$ cat config.mk
export PLATFORM = sky130hd
export DESIGN_NAME = tic_time_interval_regs
export DESIGN_NICKNAME = d
export VERILOG_FILES = /design/src/inc/tic_pkg.sv /design/src/inc/tic_cnt_if.sv /design/src/rtl/tic_wrap_cnt.sv /design/src/rtl/tic_time_interval_regs.sv
export VERILOG_INCLUDE_DIRS = /design/src /design/src/inc
export SDC_FILE = /design/constraint.sdc
export NUM_CORES = 1
export LEC_CHECK = 0
export ABC_AREA = 0
export BUFFER_PORTS_ARGS = -buffer_cell sky130_fd_sc_hd__buf_2
export CORE_ASPECT_RATIO = 1.5
export CORE_MARGIN = 1
export CORE_UTILIZATION = 45
export DETAILED_ROUTE_END_ITERATION = 7
export GPL_TIMING_DRIVEN = 0
export SYNTH_ARGS = -nofsm -noshare
export SYNTH_HDL_FRONTEND = slang
export SYNTH_SLANG_ARGS = --single-unit
$ cat constraint.sdc
create_clock -name mclk -period 5.75 [get_ports mclk]
set_clock_uncertainty 0.2 [all_clocks]
set_input_delay 1.15 -clock mclk [delete_from_list [all_inputs] [get_ports mclk]]
set_output_delay 1.15 -clock mclk [all_outputs]
set_load 0.02 [all_outputs]
$ cat src/inc/tic_consts.svh
// Constants of the time interval counter: addresses, bit positions, limits
`ifndef TIC_CONSTS_SVH
`define TIC_CONSTS_SVH

`define TIC_ADDR_CTRL 8'hA1
`define TIC_ADDR_FRAC 8'hA2
`define TIC_ADDR_SEC 8'hA3
`define TIC_ADDR_MIN 8'hA4
`define TIC_ADDR_HOUR 8'hA5
`define TIC_ADDR_CMP 8'hA6

`define TIC_BIT_TIME_CLOCK_ENABLE 0
`define TIC_BIT_INTERVAL_ENABLE 1
`define TIC_BIT_FLAG 2
`define TIC_BIT_ONESHOT 3
`define TIC_BIT_SEL_LO 4
`define TIC_BIT_SEL_HI 5
`define TIC_BIT_TFH 6

`define TIC_SEL_FRAC 2'h0
`define TIC_SEL_SEC 2'h1
`define TIC_SEL_MIN 2'h2
`define TIC_SEL_HOUR 2'h3

`define TIC_BYTE_ZERO 8'h00
`define TIC_BYTE_ONE 8'h01
`define TIC_FRAC_MAX 8'h7F
`define TIC_SEC_MAX 8'h3B
`define TIC_MIN_MAX 8'h3B
`define TIC_HOUR24_MAX 8'h17
`define TIC_HOUR255_MAX 8'hFF
`define TIC_PRESCALE_MAX 8'hFF

`endif

$ cat src/inc/tic_pkg.sv
// Types shared by the time interval counter modules
`include "tic_consts.svh"
package tic_pkg;
    typedef logic [7:0] tic_byte_t;
    typedef enum logic [1:0] {
        TIC_BASE_FRAC = `TIC_SEL_FRAC,
        TIC_BASE_SEC = `TIC_SEL_SEC,
        TIC_BASE_MIN = `TIC_SEL_MIN,
        TIC_BASE_HOUR = `TIC_SEL_HOUR
    } tic_base_sel_t;
endpackage

$ cat src/inc/tic_cnt_if.sv
// Signals between the control logic and one wrapping time counter
`timescale 1ns/1ps
interface tic_cnt_if;
    logic tick;
    logic clr;
    logic load;
    tic_pkg::tic_byte_t loadVal;
    tic_pkg::tic_byte_t maxVal;
    tic_pkg::tic_byte_t value;
    logic wrap;
    modport cnt (input tick, input clr, input load, input loadVal, input maxVal,
                 output value, output wrap);
    modport ctl (output tick, output clr, output load, output loadVal, output maxVal,
                 input value, input wrap);
endinterface

$ cat src/rtl/tic_wrap_cnt.sv
// One wrapping time counter with clear, load and carry out
`timescale 1ns/1ps
`include "tic_consts.svh"
module tic_wrap_cnt (
    input wire logic mclk,
    input wire logic arst_n,
    tic_cnt_if.cnt c
);
    import tic_pkg::*;

    tic_byte_t value_ff;
    tic_byte_t nxt_value;
    wire atTop;

    // Values above the limit, e.g. loaded by software, also wrap on the next tick
    assign atTop = value_ff >= c.maxVal;
    assign nxt_value = c.clr ? `TIC_BYTE_ZERO :
                       c.load ? c.loadVal :
                       !c.tick ? value_ff :
                       atTop ? `TIC_BYTE_ZERO : value_ff + `TIC_BYTE_ONE;
    assign c.value = value_ff;
    assign c.wrap = c.tick & atTop & ~c.clr & ~c.load;

    always_ff @(posedge mclk or negedge arst_n)
    begin
        if (!arst_n)
            value_ff <= `TIC_BYTE_ZERO;
        else
            value_ff <= nxt_value;
    end
endmodule // tic_wrap_cnt

$ cat src/rtl/tic_time_interval_regs.sv
// Time keeping counters and interval alarm with their special function registers
// Notes on behaviour
// - Interval counter reaching compare value sets the flag; interrupt if enabled.
// - Compare register is software writable with any value 0 to 255.
// - With clock enabled, fraction counter steps at 128 Hz, 0..127, carries to seconds.
// - Seconds count 0..59 then wrap and carry into minutes.
// - Minutes count 0..59 then wrap and carry into hours.
// - With 24-hour mode set, hours count 0..23 then wrap.
// - With 24-hour mode clear, hours count 0..255 then wrap.
// - Clearing clock enable stops ticks, clears time; time writable only while low.
// - Two-bit base select picks interval tick: fraction, seconds, minutes, hours.
// - One-shot timeout clears interval enable; otherwise counter reloads and restarts.
// - Software clears the flag; clearing interval enable stops and zeroes counter.
`timescale 1ns/1ps
`include "tic_consts.svh"
module tic_time_interval_regs (
    input wire logic mclk,
    input wire logic arst_n,
    input wire logic timeBasePin,
    input wire tic_pkg::tic_byte_t sfrAddr,
    input wire tic_pkg::tic_byte_t sfrWrData,
    input wire logic sfrWe,
    input wire logic sfrRe,
    output tic_pkg::tic_byte_t sfrRdData,
    input wire logic irqEnable,
    output logic intervalFlag,
    output logic intervalIrq
);
    import tic_pkg::*;

    logic tbSync1_ff;
    logic tbSync2_ff;
    logic tbPrev_ff;
    tic_byte_t prescale_ff;
    logic time_clock_enable_ff;
    logic interval_enable_ff;
    logic flag_ff;
    logic oneShot_ff;
    logic tfh_ff;
    tic_base_sel_t baseSel_ff;
    tic_byte_t cmp_ff;
    tic_byte_t intCnt_ff;
    tic_byte_t rdData_ff;
    tic_byte_t nxt_intCnt;
    logic nxt_interval_enable;
    logic nxt_flag;

    tic_cnt_if fracIf();
    tic_cnt_if secIf();
    tic_cnt_if minIf();
    tic_cnt_if hourIf();

    wire tbEdge;
    wire tick128;
    wire wrCtrl;
    wire wrCmp;
    wire tcenFall;
    wire timeWrOk;
    wire intTick;
    wire intMatch;
    tic_byte_t intInc;
    tic_byte_t ctrlRead;
    tic_byte_t rdMux;

    // Time base pin crosses into mclk before the edge detector sees it
    always_ff @(posedge mclk or negedge arst_n)
    begin
        if (!arst_n)
        begin
            tbSync1_ff <= 1'b0;
            tbSync2_ff <= 1'b0;
            tbPrev_ff <= 1'b0;
        end
        else
        begin
            tbSync1_ff <= timeBasePin;
            tbSync2_ff <= tbSync1_ff;
            tbPrev_ff <= tbSync2_ff;
        end
    end

    assign tbEdge = tbSync2_ff & ~tbPrev_ff;
    assign tick128 = tbEdge & time_clock_enable_ff & (prescale_ff == `TIC_PRESCALE_MAX);

    always_ff @(posedge mclk or negedge arst_n)
    begin
        if (!arst_n)
            prescale_ff <= `TIC_BYTE_ZERO;
        else if (!time_clock_enable_ff)
            prescale_ff <= `TIC_BYTE_ZERO;
        else if (tbEdge)
            prescale_ff <= prescale_ff + `TIC_BYTE_ONE;
    end

    // Register decode
    assign wrCtrl = sfrWe & (sfrAddr == `TIC_ADDR_CTRL);
    assign wrCmp = sfrWe & (sfrAddr == `TIC_ADDR_CMP);
    assign tcenFall = wrCtrl & time_clock_enable_ff & ~sfrWrData[`TIC_BIT_TIME_CLOCK_ENABLE];
    assign timeWrOk = sfrWe & ~time_clock_enable_ff;

    // Time cascade
    assign fracIf.tick = tick128;
    assign fracIf.clr = tcenFall;
    assign fracIf.load = timeWrOk & (sfrAddr == `TIC_ADDR_FRAC);
    assign fracIf.loadVal = sfrWrData;
    assign fracIf.maxVal = `TIC_FRAC_MAX;

    assign secIf.tick = fracIf.wrap;
    assign secIf.clr = tcenFall;
    assign secIf.load = timeWrOk & (sfrAddr == `TIC_ADDR_SEC);
    assign secIf.loadVal = sfrWrData;
    assign secIf.maxVal = `TIC_SEC_MAX;

    assign minIf.tick = secIf.wrap;
    assign minIf.clr = tcenFall;
    assign minIf.load = timeWrOk & (sfrAddr == `TIC_ADDR_MIN);
    assign minIf.loadVal = sfrWrData;
    assign minIf.maxVal = `TIC_MIN_MAX;

    assign hourIf.tick = minIf.wrap;
    assign hourIf.clr = tcenFall;
    assign hourIf.load = timeWrOk & (sfrAddr == `TIC_ADDR_HOUR);
    assign hourIf.loadVal = sfrWrData;
    assign hourIf.maxVal = tfh_ff ? `TIC_HOUR24_MAX : `TIC_HOUR255_MAX;

    tic_wrap_cnt fracCnt (.mclk(mclk), .arst_n(arst_n), .c(fracIf.cnt));
    tic_wrap_cnt secCnt (.mclk(mclk), .arst_n(arst_n), .c(secIf.cnt));
    tic_wrap_cnt minCnt (.mclk(mclk), .arst_n(arst_n), .c(minIf.cnt));
    tic_wrap_cnt hourCnt (.mclk(mclk), .arst_n(arst_n), .c(hourIf.cnt));

    // Interval counter
    assign intTick = (baseSel_ff == TIC_BASE_FRAC) ? tick128 :
                     (baseSel_ff == TIC_BASE_SEC) ? fracIf.wrap :
                     (baseSel_ff == TIC_BASE_MIN) ? secIf.wrap : minIf.wrap;
    assign intInc = intCnt_ff + `TIC_BYTE_ONE;
    assign intMatch = interval_enable_ff & intTick & (intInc == cmp_ff);
    assign nxt_intCnt = !interval_enable_ff ? `TIC_BYTE_ZERO :
                        intMatch ? `TIC_BYTE_ZERO :
                        intTick ? intInc : intCnt_ff;
    // A software write of the enable beats the one-shot clear in the same cycle
    assign nxt_interval_enable = wrCtrl ? sfrWrData[`TIC_BIT_INTERVAL_ENABLE] :
                      (intMatch & oneShot_ff) ? 1'b0 : interval_enable_ff;
    // A match in the cycle of a software clear keeps the flag set
    assign nxt_flag = intMatch | (wrCtrl ? sfrWrData[`TIC_BIT_FLAG] : flag_ff);

    always_ff @(posedge mclk or negedge arst_n)
    begin
        if (!arst_n)
        begin
            time_clock_enable_ff <= 1'b0;
            interval_enable_ff <= 1'b0;
            flag_ff <= 1'b0;
            oneShot_ff <= 1'b0;
            tfh_ff <= 1'b0;
            baseSel_ff <= TIC_BASE_FRAC;
            cmp_ff <= `TIC_BYTE_ZERO;
            intCnt_ff <= `TIC_BYTE_ZERO;
        end
        else
        begin
            interval_enable_ff <= nxt_interval_enable;
            flag_ff <= nxt_flag;
            intCnt_ff <= nxt_intCnt;
            if (wrCtrl)
            begin
                time_clock_enable_ff <= sfrWrData[`TIC_BIT_TIME_CLOCK_ENABLE];
                oneShot_ff <= sfrWrData[`TIC_BIT_ONESHOT];
                tfh_ff <= sfrWrData[`TIC_BIT_TFH];
                baseSel_ff <= tic_base_sel_t'(sfrWrData[`TIC_BIT_SEL_HI:`TIC_BIT_SEL_LO]);
            end
            if (wrCmp)
                cmp_ff <= sfrWrData;
        end
    end

    // Read path: data appear one cycle after the read strobe, unmapped reads zero
    assign ctrlRead = {1'b0, tfh_ff, baseSel_ff, oneShot_ff, flag_ff, interval_enable_ff, time_clock_enable_ff};
    assign rdMux = (sfrAddr == `TIC_ADDR_CTRL) ? ctrlRead :
                   (sfrAddr == `TIC_ADDR_FRAC) ? fracIf.value :
                   (sfrAddr == `TIC_ADDR_SEC) ? secIf.value :
                   (sfrAddr == `TIC_ADDR_MIN) ? minIf.value :
                   (sfrAddr == `TIC_ADDR_HOUR) ? hourIf.value :
                   (sfrAddr == `TIC_ADDR_CMP) ? cmp_ff : `TIC_BYTE_ZERO;

    always_ff @(posedge mclk or negedge arst_n)
    begin
        if (!arst_n)
            rdData_ff <= `TIC_BYTE_ZERO;
        else if (sfrRe)
            rdData_ff <= rdMux;
    end

    assign sfrRdData = rdData_ff;
    assign intervalFlag = flag_ff;
    assign intervalIrq = flag_ff & irqEnable;
endmodule // tic_time_interval_regs

==> metrics.md <==
| Metric | Value |
|---|---|
| Run status | finished clean |
| Lkg Pwr | 2.272 nW |
| Resized cells post-CTS | 0 |
| Worst hold path class | flop to flop |
| Hold Vio Cnt, Final | 0 |
| Hold Path Sink | tbSync2_ff$_DFF_PN0_ |
| Share of cells above drive strength 1 | 12.56% |
| TritonCTS Buffers | 9 |
| CP peak stage delay | 0.65 ns |
| Synth Instances | 542 |
| Ys Warns | 0 |
| First-pass GRT wire length | 22680 µm |
| RSZ-0062 raised after global routing | no |
| Type of the worst setup path | input port to flop |
| Internal power | roughly 0.001 W |
| # DRC | 0 |
| Root buf cell | clkbuf_16 |
| Post-CTS setup buffer count | 0 |
| Max Transition Viols Final | 0 |
| Drt total wl | approximately 14000 µm |
| DR pass1 iterations | 5 |
| Reg2Reg Setup Slack | between 2 and 3 ns |
| Switching part of the total power | 24.19% |
| Crit-path most repeated cell | nor4_4 |
| Area growth from synthesis to layout | 14.75% |
| Worst r2r dst | hourCnt.c.value[3]$_DFFE_PN0P_ |
| Max-Cap Viols | 0 |
| Initial Utilization | 46.69% |
| Die Y | approximately 130 µm |
| DR iter-0 viols | 312 |
| Grt ovf | 0 |
| Detail Placement HPWL | between 10000 and 15000 µm |
| Synth cell types | 70 |
| Net Count, Synth | 574 |
| CTS tree | yes |
| Switching power | between 0.0003 and 0.0004 W |
| Final setup vio count | 0 |
| Predominant post-synthesis flop cell | dfrtp_1 |
| Largest net degree at the start of global routing | 47 |
| Die area | 11000 µm² |
| Number of global-route vias before repair | 4245 |
| Max Clk Rate | 296.4 MHz |
| Gpl congestion | 0.9585 |
| #FFs+latches synth | 74 |
| CTS sink count | 74 |
| Die X | 85.96 µm |
| EDFF count, synth | 0 |
| Core footprint | 10190 µm² |
| Rows | 45 |
| CP endpoint kind | flop |
| CP max FO | 10 |
| Crit share post-route | 58.67% |
| Hold Path Depth | 0 |
| Port Buf Inserts | 30 |
| Combinational power share | 10.4% |
| Worst Hold Launch | tbSync1_ff$_DFF_PN0_ |
| Fin crit period | 3.374 ns |
| Mapped cell area | 4758 µm² |
| CP cell instances | buf_2 -> or4b_4 -> nor4_4 -> nor4_4 -> nor2_1 -> a21oi_1 -> o21a_1 |
| Mean Syn Cell Area | just under 9 µm² |
| H-tree levels | 3 |
| Initial antenna violation count | 0 |
| Nets@finish | between 600 and 700 |
| Register area share after synthesis | approximately two fifths |
| Power Dens Cells | 248.4 nW/µm² |
| Slew headroom | around 34% |
| R2r startpoint | fracCnt.c.value[0]$_DFFE_PN0P_ |
| Total power | 0.001356 W |
| Hold buffers post-CTS | 0 |
| CTS Buffer Depth | 2 |
| Overall routing resource usage | 27.46% |
| Diode count | 0 |
| Filler cell count | 989 |
| Crit path DAT | between 3 and 4 ns |
| DR WL/cell | 19.66 µm |
| Share of synthesized registers carrying an async set or reset | between 90% and 100% |
| Multi-input gate area | 2726 µm² |
| Vias | between 4000 and 5000 |
| Reg area | 1852 µm² |
| Clock power share | 48.1% |
| CP startpoint kind | input port |
| Req. time, crit path | between 5 and 6 ns |
| Worst path buffer plus inverter count | 1 |
| Detail Route Antenna Nets | 0 |
| DR vias/cell | 6.025 |
| Launch point of the critical path | sfrAddr[3] |
| VDD IR max | approximately 170 µV |
| FF-to-FF path depth | 7 |
| Ports | 32 |
| Worst-path clk slew | 0.06 ns |
| Slowest stage cell, crit path | nor4_4 |
| Delay-heaviest family, CP | simple AND/OR/NAND/NOR gates |
| Tightest Pin Transition | 0.9796 ns |
| Final setup TNS | 0 ns |
| Sequential share of power | 41.5% |
| Clk Latency, worst-skew pair | about 0.34 ns |
[cell usage after synthesis, drive strengths merged, types with 6 or more instances]
cell type	n	area (µm²)
nor4	10	107.6
inv	17	63.81
clkbuf	20	76.32
mux2i	19	190.2
nor2	40	150.1
nand3	22	110.1
nand2	58	217.7
nand2b	6	37.54
ha	10	125.1
or3	7	45.05
buf	7	40.04
o22ai	8	50.05
nor2b	10	62.56
xor2	7	61.31
a21oi	37	188.9
and2	11	68.82
o2bb2ai	6	52.55
and3	12	75.07
a22oi	6	45.04
nor3	8	40.04
nand4	9	56.30
dfrtp	74	1852
o21ai	48	240.2
xnor2	7	61.31
[metrics by stage]
stage	hold slack, ns	std cells	util [%]	worst slack (ns)	area (µm²)
2_1_floorplan	0.1312	542	-	2.540	4758
3_3_place_gp	0.1469	713	49.90	2.045	5085
3_5_place_dp	0.1410	714	50.19	2.023	5115
4_1_cts	0.1534	730	53.58	2.362	5460
5_1_grt	0.1566	730	53.58	2.143	5460
6_report	0.1517	730	53.58	2.376	5460
[state kept, by name, indices dropped and copies added (netlist names)]
| register | count |
|---|---|
| tfh_ff | 1 |
| hourCnt.c.value | 8 |
| tbPrev_ff | 1 |
| baseSel_ff | 2 |
| sfrRdData | 8 |
| tbSync2_ff | 1 |
| interval_enable_ff | 1 |
| oneShot_ff | 1 |
| fracCnt.c.value | 8 |
| time_clock_enable_ff | 1 |
| intCnt_ff | 8 |
| cmp_ff | 8 |
| prescale_ff | 8 |
| minCnt.c.value | 8 |
| tbSync1_ff | 1 |
| secCnt.c.value | 8 |
| intervalFlag | 1 |
[kinds of logic (layout without fill, tap and decap cells)]
kind of cell               after synthesis  count (layout)  share of synthesized area, %
and+or+nand+nor                        225             225                         26.14
buffers and inverters                   44              91                         3.786
muxes                                   24              24                         5.180
xor gates and xnor gates                14              14                         2.577
AOI/OAI and AO/OA                      151             151                         20.77
adders and majority gates               10              10                         2.630
DFF                                     74              74                         38.92
[power by group through the flow]
stage               combinational, W  sequential (W)  clock, W
detailed placement          0.000140        0.000572         0
global route                0.000156        0.000565  0.000687
CTS                         0.000141        0.000563  0.000667
floorplan                  0.0000819        0.000567         0
finish                      0.000141        0.000563  0.000652
global placement            0.000136        0.000572         0
[metal layers]
metal  wire [µm]  global-route usage [%]  vias up  share of wire, %
met5           0                       0        -                 0
met4         556                   13.04        0               3.9
met3         511                   3.799       37               3.6
met2        7305                   47.29      124                51
met1        5980                   33.54     2145                42
li1            -                       -     2092                 -
[how the worst max path moves through the flow]
stage,end,slack [ns],cells past startpoint
2_1_floorplan,hourCnt.c.value[0]$_DFFE_PN0P_,2.54,7
3_3_place_gp,minCnt.c.value[5]$_DFFE_PN0P_,2.04,7
3_5_place_dp,minCnt.c.value[5]$_DFFE_PN0P_,2.02,7
4_1_cts,minCnt.c.value[5]$_DFFE_PN0P_,2.36,7
5_1_grt,minCnt.c.value[5]$_DFFE_PN0P_,2.14,7
6_report,minCnt.c.value[5]$_DFFE_PN0P_,2.38,7
[area by class of cell]
class | instances | area share (%)
Clock inverter | 4 | 1.810
Inverter | 17 | 1.169
Timing Repair Buffer | 31 | 3.300
Multi-Input combinational cell | 424 | 49.93
Clock buffer | 12 | 4.514
Sequential cell | 74 | 33.91
Buffer | 27 | 2.131
Tap cell | 141 | 3.231
[placed cells by master, fill, tap and decap left out, types with 8 or more instances in the layout]
master / count
a21oi_1: 36
and2_1: 11
and3_1: 12
buf_2: 31
clkbuf_1: 21
clkbuf_16: 9
dfrtp_1: 74
ha_1: 10
inv_1: 17
mux2i_1: 19
nand2_1: 58
nand3_1: 22
nand4_1: 9
nor2_1: 40
nor2b_1: 10
nor3_1: 8
o21ai_0: 47
o22ai_1: 8
Note: power is estimated with default switching activity, not from simulation.
